[config.mk]
export PLATFORM = sky130hd
export DESIGN_NAME = cffm_unit
export DESIGN_NICKNAME = d
export VERILOG_FILES = /design/src/cffm_pkg.sv /design/src/cffm_unit.sv /design/src/cffm_flag_bank.sv
export SDC_FILE = /design/constraint.sdc
export NUM_CORES = 1
export LEC_CHECK = 0
export CAP_MARGIN = 5
export CORE_ASPECT_RATIO = 1.4
export CORE_UTILIZATION = 45
export DETAILED_ROUTE_END_ITERATION = 16
export DONT_BUFFER_PORTS = 1
export GPL_TIMING_DRIVEN = 0
export PLACE_DENSITY = 0.64
export SYNTH_ARGS = -nofsm -noshare
export SYNTH_HDL_FRONTEND = slang
export SYNTH_HIERARCHICAL = 1
export SYNTH_SLANG_ARGS = --single-unit
[constraint.sdc]
create_clock -name clock_i -period 2.6 [get_ports clock_i]
set_input_delay 0.39 -clock clock_i [delete_from_list [all_inputs] [get_ports clock_i]]
set_output_delay 0.39 -clock clock_i [all_outputs]
set_load 0.02 [all_outputs]
[src/cffm_pkg.sv]
package cffm_pkg;
    // Register addresses on the serial control port
    localparam logic [7:0] CFFM_ADDR_CHG_FLAG  = 8'h25;
    localparam logic [7:0] CFFM_ADDR_FAULT     = 8'h27;
    localparam logic [7:0] CFFM_ADDR_MASK_A    = 8'h28;
    localparam logic [7:0] CFFM_ADDR_MASK_B    = 8'h29;

    // Reset values
    localparam logic [7:0] CFFM_RST_CHG_FLAG   = 8'h00;
    localparam logic [7:0] CFFM_RST_FAULT      = 8'h00;
    localparam logic [7:0] CFFM_RST_MASK_A     = 8'h00;
    localparam logic [7:0] CFFM_RST_MASK_B     = 8'h00;
    localparam logic [7:0] CFFM_RDATA_NONE     = 8'h00;

    // Implemented bits; everything else is reserved and reads zero
    localparam logic [7:0] CFFM_FAULT_USED     = 8'hFE;
    localparam logic [7:0] CFFM_CHG_USED       = 8'hEB;
    localparam logic [7:0] CFFM_MASK_A_WR      = 8'hEB;
    localparam logic [7:0] CFFM_MASK_B_WR      = 8'h9B;

    // Fault flag field positions
    localparam int CFFM_FLT_VIN_UV  = 7;
    localparam int CFFM_FLT_VIN_OV  = 6;
    localparam int CFFM_FLT_BAT_OC  = 5;
    localparam int CFFM_FLT_BAT_OV  = 4;
    localparam int CFFM_FLT_THERMAL_SHUTDOWN   = 3;
    localparam int CFFM_FLT_SAFE_TM = 2;
    localparam int CFFM_FLT_GATE_DRIVER_SUPPLY_PIN = 1;

    // Charger flag and first mask field positions
    localparam int CFFM_CHG_ADC     = 7;
    localparam int CFFM_CHG_IIN_REG = 6;
    localparam int CFFM_CHG_VIN_REG = 5;
    localparam int CFFM_CHG_WDOG    = 3;
    localparam int CFFM_CHG_CV_TM   = 1;
    localparam int CFFM_CHG_STATE   = 0;

    localparam int CFFM_DATA_W      = 8;
    localparam int CFFM_STATE_W     = 3;
endpackage : cffm_pkg

[src/cffm_unit.sv]
`timescale 1ns/1ps
// Function
// - Input undervoltage entry sets fault bit 7
// - Input overvoltage entry sets fault bit 6
// - Battery overcurrent entry sets fault bit 5
// - Battery overvoltage entry sets fault bit 4
// - Thermal shutdown entry sets fault bit 3
// - Safety timer rising edge sets bit 2
// - Driver supply fault sets fault bit 1
// - Fault flags reset to zero
// - Mask bit 7 gates one-shot ADC pulse
// - Mask bit 6 gates input current pulse
// - Mask bit 5 gates input voltage pulse
// - Mask bit 3 gates watchdog expiry pulse
// - Mask bit 1 gates CV timer pulse
// - Mask bit 0 gates charge state pulse
// - First mask zero at reset and soft reset
// - Second mask at next address, resets zero
// - Input current regulation flag, clear on read
// - Watchdog flag on rising edge, clear read
module cffm_unit (
    input  wire logic       clock_i,
    input  wire logic       rst_b_i,
    input  wire logic       reg_reset_i,
    input  wire logic [7:0] reg_addr_i,
    input  wire logic       reg_wr_i,
    input  wire logic       reg_rd_i,
    input  wire logic [7:0] reg_wdata_i,
    output logic      [7:0] reg_rdata_o,
    input  wire logic       input_undervoltage_i,
    input  wire logic       input_overvoltage_i,
    input  wire logic       battery_overcurrent_i,
    input  wire logic       battery_overvoltage_i,
    input  wire logic       thermal_shutdown_i,
    input  wire logic       safety_timer_expired_i,
    input  wire logic       gate_driver_supply_pin_fault_i,
    input  wire logic       adc_done_i,
    input  wire logic       adc_one_shot_i,
    input  wire logic       input_current_reg_i,
    input  wire logic       input_voltage_reg_i,
    input  wire logic       host_watchdog_status_i,
    input  wire logic       cv_timer_expired_i,
    input  wire logic [2:0] charge_state_i,
    output logic            irq_pulse_o
);

    logic [7:0] fault_lvl;
    logic [7:0] fault_rise;
    logic [7:0] fault_flags;
    logic [7:0] chg_lvl;
    logic [7:0] chg_rise;
    logic [7:0] chg_flags;
    logic [7:0] mask_a_q;
    logic [7:0] mask_b_q;
    logic [2:0] state_prev_q;
    logic       state_chg;
    logic       rd_fault;
    logic       rd_chg;

    // Address decode of read strobes that clear flags
    assign rd_fault = reg_rd_i && (reg_addr_i == cffm_pkg::CFFM_ADDR_FAULT);
    assign rd_chg   = reg_rd_i && (reg_addr_i == cffm_pkg::CFFM_ADDR_CHG_FLAG);

    assign fault_lvl = {input_undervoltage_i, input_overvoltage_i,
                        battery_overcurrent_i, battery_overvoltage_i,
                        thermal_shutdown_i, safety_timer_expired_i,
                        gate_driver_supply_pin_fault_i, 1'b0};

    // Previous charge state for change detection
    always_ff @(posedge clock_i or negedge rst_b_i)
    begin
        if (!rst_b_i)
            state_prev_q <= 3'h0;
        else
            state_prev_q <= charge_state_i;
    end

    assign state_chg = (charge_state_i != state_prev_q);

    // ADC done counts only in one-shot mode
    assign chg_lvl = {adc_done_i & adc_one_shot_i, input_current_reg_i,
                      input_voltage_reg_i, 1'b0, host_watchdog_status_i,
                      1'b0, cv_timer_expired_i, state_chg};

    // edge sets flags, read clears them
    cffm_flag_bank #(
        .WIDTH (cffm_pkg::CFFM_DATA_W),
        .USED  (cffm_pkg::CFFM_FAULT_USED)
    ) u_fault (
        .clock_i    (clock_i),
        .rst_b_i    (rst_b_i),
        .soft_clr_i (reg_reset_i),
        .rd_clr_i   (rd_fault),
        .level_i    (fault_lvl),
        .rise_o     (fault_rise),
        .flags_o    (fault_flags)
    );

    cffm_flag_bank #(
        .WIDTH (cffm_pkg::CFFM_DATA_W),
        .USED  (cffm_pkg::CFFM_CHG_USED)
    ) u_chg (
        .clock_i    (clock_i),
        .rst_b_i    (rst_b_i),
        .soft_clr_i (reg_reset_i),
        .rd_clr_i   (rd_chg),
        .level_i    (chg_lvl),
        .rise_o     (chg_rise),
        .flags_o    (chg_flags)
    );

    always_ff @(posedge clock_i or negedge rst_b_i)
    begin
        if (!rst_b_i)
            mask_a_q <= cffm_pkg::CFFM_RST_MASK_A;
        else if (reg_reset_i)
            mask_a_q <= cffm_pkg::CFFM_RST_MASK_A;
        else if (reg_wr_i && reg_addr_i == cffm_pkg::CFFM_ADDR_MASK_A)
            mask_a_q <= reg_wdata_i & cffm_pkg::CFFM_MASK_A_WR;
    end

    always_ff @(posedge clock_i or negedge rst_b_i)
    begin
        if (!rst_b_i)
            mask_b_q <= cffm_pkg::CFFM_RST_MASK_B;
        else if (reg_reset_i)
            mask_b_q <= cffm_pkg::CFFM_RST_MASK_B;
        else if (reg_wr_i && reg_addr_i == cffm_pkg::CFFM_ADDR_MASK_B)
            mask_b_q <= reg_wdata_i & cffm_pkg::CFFM_MASK_B_WR;
    end

    // unmasked event gives one pulse
    // Fault mask lives elsewhere, so faults always pulse here
    always_ff @(posedge clock_i or negedge rst_b_i)
    begin
        if (!rst_b_i)
            irq_pulse_o <= 1'b0;
        else
            irq_pulse_o <= (|(chg_rise & ~mask_a_q)) | (|fault_rise);
    end

    // reserved bits read zero
    // Read data captured before the clear takes effect
    always_ff @(posedge clock_i or negedge rst_b_i)
    begin
        if (!rst_b_i)
            reg_rdata_o <= cffm_pkg::CFFM_RDATA_NONE;
        else if (reg_rd_i)
        begin
            case (reg_addr_i)
                cffm_pkg::CFFM_ADDR_CHG_FLAG: reg_rdata_o <= chg_flags;
                cffm_pkg::CFFM_ADDR_FAULT:    reg_rdata_o <= fault_flags;
                cffm_pkg::CFFM_ADDR_MASK_A:   reg_rdata_o <= mask_a_q;
                cffm_pkg::CFFM_ADDR_MASK_B:   reg_rdata_o <= mask_b_q;
                default:                      reg_rdata_o <= cffm_pkg::CFFM_RDATA_NONE;
            endcase
        end
    end

    // Checks on flag capture, clear and interrupt gating
    property p_uv_set;
        @(posedge clock_i) disable iff (!rst_b_i)
        $rose(input_undervoltage_i) |=> fault_flags[7];
    endproperty
    a_uv_set: assert property (p_uv_set) else $error("uv flag missed");

    property p_ov_set;
        @(posedge clock_i) disable iff (!rst_b_i)
        $rose(input_overvoltage_i) |=> fault_flags[6];
    endproperty
    a_ov_set: assert property (p_ov_set) else $error("ov flag missed");

    property p_oc_set;
        @(posedge clock_i) disable iff (!rst_b_i)
        $rose(battery_overcurrent_i) |=> fault_flags[5];
    endproperty
    a_oc_set: assert property (p_oc_set) else $error("oc flag missed");

    property p_bov_set;
        @(posedge clock_i) disable iff (!rst_b_i)
        $rose(battery_overvoltage_i) |=> fault_flags[4] && irq_pulse_o;
    endproperty
    a_bov_set: assert property (p_bov_set) else $error("bat ov missed");

    property p_thermal_shutdown_set;
        @(posedge clock_i) disable iff (!rst_b_i)
        $rose(thermal_shutdown_i) |=> fault_flags[3];
    endproperty
    a_thermal_shutdown_set: assert property (p_thermal_shutdown_set) else $error("thermal_shutdown missed");

    property p_timer_level;
        @(posedge clock_i) disable iff (!rst_b_i)
        (rd_fault && safety_timer_expired_i && $past(safety_timer_expired_i))
            |=> !fault_flags[2];
    endproperty
    a_timer_level: assert property (p_timer_level) else $error("timer level set");

    property p_drv_set;
        @(posedge clock_i) disable iff (!rst_b_i)
        $rose(gate_driver_supply_pin_fault_i) |=> fault_flags[1];
    endproperty
    a_drv_set: assert property (p_drv_set) else $error("drv flag missed");

    property p_fault_reset;
        @(posedge clock_i) disable iff (!rst_b_i)
        $rose(rst_b_i) |-> fault_flags == cffm_pkg::CFFM_RST_FAULT;
    endproperty
    a_fault_reset: assert property (p_fault_reset) else $error("fault not zero");

    property p_adc_pass;
        @(posedge clock_i) disable iff (!rst_b_i)
        (chg_rise[7] && !mask_a_q[7]) |=> irq_pulse_o;
    endproperty
    a_adc_pass: assert property (p_adc_pass) else $error("adc pulse lost");

    property p_iin_block;
        @(posedge clock_i) disable iff (!rst_b_i)
        (chg_rise == 8'h40 && mask_a_q[6] && fault_rise == 8'h00) |=> !irq_pulse_o;
    endproperty
    a_iin_block: assert property (p_iin_block) else $error("iin not masked");

    property p_vin_pass;
        @(posedge clock_i) disable iff (!rst_b_i)
        (chg_rise[5] && !mask_a_q[5]) |=> irq_pulse_o;
    endproperty
    a_vin_pass: assert property (p_vin_pass) else $error("vin pulse lost");

    property p_wd_pass;
        @(posedge clock_i) disable iff (!rst_b_i)
        (chg_rise[3] && !mask_a_q[3]) |=> irq_pulse_o;
    endproperty
    a_wd_pass: assert property (p_wd_pass) else $error("wd pulse lost");

    property p_cv_pass;
        @(posedge clock_i) disable iff (!rst_b_i)
        (chg_rise[1] && !mask_a_q[1]) |=> irq_pulse_o;
    endproperty
    a_cv_pass: assert property (p_cv_pass) else $error("cv pulse lost");

    property p_state_pass;
        @(posedge clock_i) disable iff (!rst_b_i)
        (charge_state_i != $past(charge_state_i) && !mask_a_q[0]) ##1 1'b1
            |-> irq_pulse_o || $past(state_chg, 2);
    endproperty
    a_state_pass: assert property (p_state_pass) else $error("state pulse lost");

    property p_mask_soft;
        @(posedge clock_i) disable iff (!rst_b_i)
        reg_reset_i |=> mask_a_q == cffm_pkg::CFFM_RST_MASK_A
                        && mask_b_q == cffm_pkg::CFFM_RST_MASK_B;
    endproperty
    a_mask_soft: assert property (p_mask_soft) else $error("mask not cleared");

    property p_mask_b_wr;
        @(posedge clock_i) disable iff (!rst_b_i)
        (reg_wr_i && reg_addr_i == cffm_pkg::CFFM_ADDR_MASK_B && !reg_reset_i)
            |=> mask_b_q == ($past(reg_wdata_i) & cffm_pkg::CFFM_MASK_B_WR);
    endproperty
    a_mask_b_wr: assert property (p_mask_b_wr) else $error("mask b write");

    property p_iin_clr;
        @(posedge clock_i) disable iff (!rst_b_i)
        (rd_chg && !chg_rise[6] && !reg_reset_i) |=> !chg_flags[6];
    endproperty
    a_iin_clr: assert property (p_iin_clr) else $error("iin not cleared");

    property p_wd_flag;
        @(posedge clock_i) disable iff (!rst_b_i)
        $rose(host_watchdog_status_i) |=> chg_flags[3];
    endproperty
    a_wd_flag: assert property (p_wd_flag) else $error("wd flag missed");

    property p_mask_keeps_flag;
        @(posedge clock_i) disable iff (!rst_b_i)
        (chg_rise[6] && mask_a_q[6]) |=> chg_flags[6] && fault_flags[0] == 1'b0;
    endproperty
    a_mask_keeps_flag: assert property (p_mask_keeps_flag) else $error("flag blocked");

    property p_cv_fault_irq;
        @(posedge clock_i) disable iff (!rst_b_i)
        fault_rise != 8'h00 ##1 irq_pulse_o;
    endproperty
    c_fault_irq: cover property (p_cv_fault_irq);

    property p_cv_masked;
        @(posedge clock_i) disable iff (!rst_b_i)
        chg_rise[3] && mask_a_q[3] ##1 chg_flags[3];
    endproperty
    c_masked: cover property (p_cv_masked);

    property p_cv_read_clear;
        @(posedge clock_i) disable iff (!rst_b_i)
        rd_fault && fault_flags[7] ##1 !fault_flags[7];
    endproperty
    c_read_clear: cover property (p_cv_read_clear);

endmodule : cffm_unit

[src/cffm_flag_bank.sv]
`timescale 1ns/1ps
// Bank of sticky clear-on-read flags, each set on the rising edge of its level
module cffm_flag_bank #(
    parameter int               WIDTH = 8,
    parameter logic [WIDTH-1:0] USED  = '1
) (
    input  wire logic             clock_i,
    input  wire logic             rst_b_i,
    input  wire logic             soft_clr_i,
    input  wire logic             rd_clr_i,
    input  wire logic [WIDTH-1:0] level_i,
    output logic      [WIDTH-1:0] rise_o,
    output logic      [WIDTH-1:0] flags_o
);

    genvar g;
    generate
        for (g = 0; g < WIDTH; g++)
        begin : g_bit
            logic prev_q;
            logic flag_q;
            logic set;

            // Entry into the condition, not the level, sets the flag
            assign set = USED[g] & level_i[g] & ~prev_q;

            // Previous level for edge detection
            always_ff @(posedge clock_i or negedge rst_b_i)
            begin
                if (!rst_b_i)
                    prev_q <= 1'b0;
                else
                    prev_q <= level_i[g];
            end

            // Set beats a clear in the same cycle so no event is lost
            always_ff @(posedge clock_i or negedge rst_b_i)
            begin
                if (!rst_b_i)
                    flag_q <= 1'b0;
                else if (set)
                    flag_q <= 1'b1;
                else if (rd_clr_i || soft_clr_i)
                    flag_q <= 1'b0;
            end

            assign rise_o[g]  = set;
            assign flags_o[g] = flag_q;
        end
    endgenerate

endmodule : cffm_flag_bank

* Word level (Yosys, flattened, before mapping) *
Index checks and enable logic that the tools add are counted.

cells by class
  equal/unequal tests = 5
  mux-type cells = 20
  bitwise operators = 30
  reduce and logical (&&, ||, !) cells = 23

operator list
  kind                                                                   count
  8-bit by 6-bit equality test with 1-bit output, second input constant  4
  8-bit two-way mux                                                      4
  8-bit one-hot mux with 4 select lines                                  1
  2-bit nonzero test                                                     15
  1-bit two-way mux                                                      15
  1-bit bitwise AND                                                      14
  1-bit inverter                                                         13
  8-bit bitwise AND                                                      1
  8-bit inverter                                                         1
  8-bit OR reduction                                                     1
  7-bit OR reduction                                                     1
  1-bit logical AND                                                      4
  3-bit inequality test                                                  1
  1-bit logical OR                                                       2
  1-bit bitwise OR                                                       1

word-level totals
  register bits after elaboration = 54
  input port bits = 37
  output and inout bits = 9
  logic and storage cells = 109

* Longest topological paths before layout *
  depth after elaboration = 5
  mapped depth = 7
  mapped depth without buffers = 6

* Hierarchy *
Netlist, hierarchy kept.

modules (own cells, without submodules)
  module                    instances  cells each  area each (sq um)
  cffm_unit                 1          124         1345.0
  cffm_flag_bank (u_fault)  1          46          581.8
  cffm_flag_bank (u_chg)    1          42          518.0

* Worst setup path before layout *
No wires, ideal clock.

  kind = input -> register
  from = in reg_addr_i[4]
  to = reg u_fault.g_bit[1].flag_q
  library setup time = 0.118 ns
  data arrival time = 1.439 ns
  required time = 2.482 ns
  setup slack = 1.043 ns
  cell stages on the path = 5
  buffers on the path = 0
  cell sequence = nor4b_4 > nand2_1 > nor3_1 > nor2_4 > a21o_1

on the way
  longest elaborated chain between the ends = 4

RTL lines
  item                                            RTL line              text
  from (decl)                                     cffm_unit.sv:25       input wire logic [7:0] reg_addr_i,
  8-bit by 6-bit equality test with 1-bit output  cffm_unit.sv:61       assign rd_fault = reg_rd_i && (reg_addr_i == cffm_pkg::CFFM_ADDR_FAULT);
  1-bit logical AND                               cffm_unit.sv:61
  net rd_fault                                    cffm_unit.sv:57       logic rd_fault;
  1-bit logical OR                                -
  2-bit nonzero test (no source line)             -
  to (signal assigned)                            cffm_flag_bank.sv:40  flag_q <= 1'b0;
  to (signal assigned)                            cffm_flag_bank.sv:42  flag_q <= 1'b1;
  to (signal assigned)                            cffm_flag_bank.sv:44  flag_q <= 1'b0;
  to (decl)                                       cffm_flag_bank.sv:21  logic flag_q;

The timed path passes the listed nets, and every way through them passes these cells.
A chain may end at the register's enable or synchronous reset.

* Worst setup path in the final report *
  from = reg state_prev_q[2]
  to = reg irq_pulse_o

on the way
  longest elaborated chain between the ends = 5

RTL lines
  item                    RTL line              text
  from (decl)             cffm_unit.sv:55       logic [2:0] state_prev_q;
  from (signal assigned)  cffm_unit.sv:75       state_prev_q <= charge_state_i;
  3-bit inequality test   cffm_unit.sv:78       assign state_chg = (charge_state_i != state_prev_q);
  net chg_lvl[0]          cffm_unit.sv:50       logic [7:0] chg_lvl;
  1-bit bitwise AND       cffm_flag_bank.sv:25  assign set = USED[g] & level_i[g] & ~prev_q;
  net u_chg.g_bit[0].set  cffm_flag_bank.sv:22  logic set;
  8-bit bitwise AND       cffm_unit.sv:139      irq_pulse_o <= (|(chg_rise & ~mask_a_q)) | (|fault_rise);
  8-bit OR reduction      cffm_unit.sv:139
  1-bit bitwise OR        cffm_unit.sv:139
  to (signal assigned)    cffm_unit.sv:139
  to (decl)               cffm_unit.sv:44       output logic irq_pulse_o

The timed path passes the listed nets, and every way through them passes these cells.

==> metrics <==
Layout area overhead=9.23%; first-pass GRT wire length=6670 um; CTS tree=built; routed wire length=4250 um; syn_area_per_cell=11.6 um^2; clock-pin slew of the registers on the worst-case setup and hold paths=90 ps; I/O Buffers=0; post-route ant nets=0; core area=5200 um^2; FF-to-FF Start=state_prev_q[2]; Place WS=842 ps; Final nets=261; DP Wirelength=3130 um; maximum clock path buffer count=2; clk_lat worst skew=300 ps; CP max-delay cell=or4_1; placed cell count=281; R2R Setup Slk=990 ps; Worst setup EP type=flop; Cell Chain, Critical Path=xnor2_1 -> nand3_1 -> nor2b_1 -> buf_4 -> inv_1 -> o2111ai_1 -> or4_1; CTS buffer count=5; initial antenna violation count=0; Overall Global Routing Usage=16.1%; Final Power=1.43 mW; hold crit path type=input pin to flop; number of global-route vias before repair=1,386; RSZ-0062 raised after global routing=no; DIE AREA=5730 um^2; Min-Delay Startpoint=battery_overvoltage_i; Hold Path Depth=0; I/O pin total=46; arrival time at the worst endpoint=1770 ps; total of max-cap violations=0; clk sink count=49; Startpoint Class=flop; Hold Path End=u_fault/g_bit[4].prev_q; largest net degree at the start of global routing=50; Logic pwr share=11.6%; CP Class=flop to flop; Site Rows=31; P_int=1.10 mW; slack of the critical path=991 ps; number of cells on the worst reg-to-reg path=7; Clock power frac=31.9%; max-slew violation count=0; initial core utilization=47.0%; switching power=330 uW; Power Dens Cells=537 nW/um^2; Filler Cell Count=489; share of cells above drive strength 1=23.7%; H-tree depth=2; status=complete, no violations; gp weighted congestion=0.740; routed length per instance=14.6 um; global route total overflow=0; Mapped Cells=211; # diodes=0; R2R Path End=irq_pulse_o; die height=89.1 um; critical path fanouts, max=2; Die X-Extent=64.2 um; Ys Warns=6; setup TNS=0 ps; maximum vdd drop=370 uV; 1st-iter DRT viols=65; detailed-route DRC error count=0; clock skew=8.60 ps; Post-CTS Setup Bufs=0; Leak=1.28 nW; Reg power frac=56.5%; Setup Viol. Count Final=0; Final min period=1610 ps; vias per cell=4.87; fin crit share=61.9%; root buffer cell=clkbuf_8; Vias=1,411; Max Freq=0.622 GHz; Hold Fails Final Rpt=0; mapped cell area=2440 um^2; CP Data Required Time=2760 ps; Initial DRT Pass Iterations=4; Slowest Stage Delay on Critical Path=430 ps; post-route insts no fill=290; switching share of power=23.0%; CTS resizes=0
[layout make-up]
| cell class | instances | area [um^2] | share of cell area (%) |
|---|---|---|---|
| multi-input combinational | 117 | 906 | 34.0 |
| sequential | 49 | 1230 | 46.0 |
| tap | 66 | 82.6 | 3.10 |
| inverter | 12 | 45.0 | 1.69 |
| clock buffer | 6 | 82.6 | 3.10 |
| clock inverter | 1 | 7.51 | 0.282 |
| buffer | 37 | 279 | 10.5 |
| timing repair buffer | 2 | 37.5 | 1.41 |
[worst max path at each step]
stage	start	to	slack (ps)	depth (start not counted)
2_1_floorplan	reg_addr_i[4]	u_fault/g_bit[1].flag_q	1040	5
3_3_place_gp	reg_addr_i[4]	u_fault/g_bit[6].flag_q	870	5
3_5_place_dp	reg_addr_i[4]	u_fault/g_bit[3].flag_q	840	5
4_1_cts	state_prev_q[2]	irq_pulse_o	940	7
5_1_grt	state_prev_q[2]	irq_pulse_o	890	7
6_report	state_prev_q[2]	irq_pulse_o	990	7
[per-stage QoR]
step / hold WS, ps / cell area, um^2 / util (%)
2_1_floorplan: 94.4 / 2460 / -
3_3_place_gp: 96.1 / 2540 / 48.8
3_5_place_dp: 95.4 / 2540 / 48.8
4_1_cts: 102 / 2670 / 51.3
5_1_grt: 96.8 / 2670 / 51.3
6_report: 113 / 2670 / 51.3
[metal layers]
layer,global-route usage (%),wire length [um]
met5,0,0
met4,6.06,61
met3,3.83,185
met2,27.9,2140
met1,19.5,1860
[worst max-delay path: cells and delay by family, from the launching register on]
kind	cells	cell delay [ps]
AO/OA/AOI/OAI	1	100
AND/OR/NAND/NOR	3	680
XOR/XNOR	1	150
buffers and inverters	2	160
flip-flops	1	380
[power by group through the flow]
stage                     sequential (mW)  clock [mW]  combinational (mW)
final                               0.809       0.457               0.167
after global routing                0.813       0.495               0.184
after CTS                           0.809       0.476               0.171
after detailed placement            0.825           0               0.148
after global placement              0.824           0               0.147
after floorplan                     0.821           0               0.128
[cells in the final DEF (no fill, tap or decap), types with 3 or more instances in the layout]
| cell type | n |
|---|---|
| mux2_2 | 3 |
| dfrtp_1 | 49 |
| nand2b_1 | 20 |
| a21o_1 | 13 |
| conb_1 | 6 |
| buf_4 | 33 |
| clkbuf_8 | 6 |
| inv_1 | 12 |
| xnor2_1 | 3 |
| nor2b_1 | 14 |
| o22ai_1 | 8 |
| o22a_1 | 4 |
| mux2i_1 | 20 |
[sequential cells by signal, summed over array words and instances, names as in the netlist]
register,count
u_fault/g_bit.flag_q,7
irq_pulse_o,1
u_chg/g_bit.flag_q,6
reg_rdata_o,8
mask_a_q,6
state_prev_q,3
mask_b_q,5
u_fault/g_bit.prev_q,7
u_chg/g_bit.prev_q,6
[what timing repair did]
| item | CTS | global route |
|---|---|---|
| hold buffers | 2 | 0 |
| setup endpoints to repair | 0 | 0 |
| hold endpoints to repair | 49 | 0 |
No activity file was read; power rests on OpenSTA's default activity.
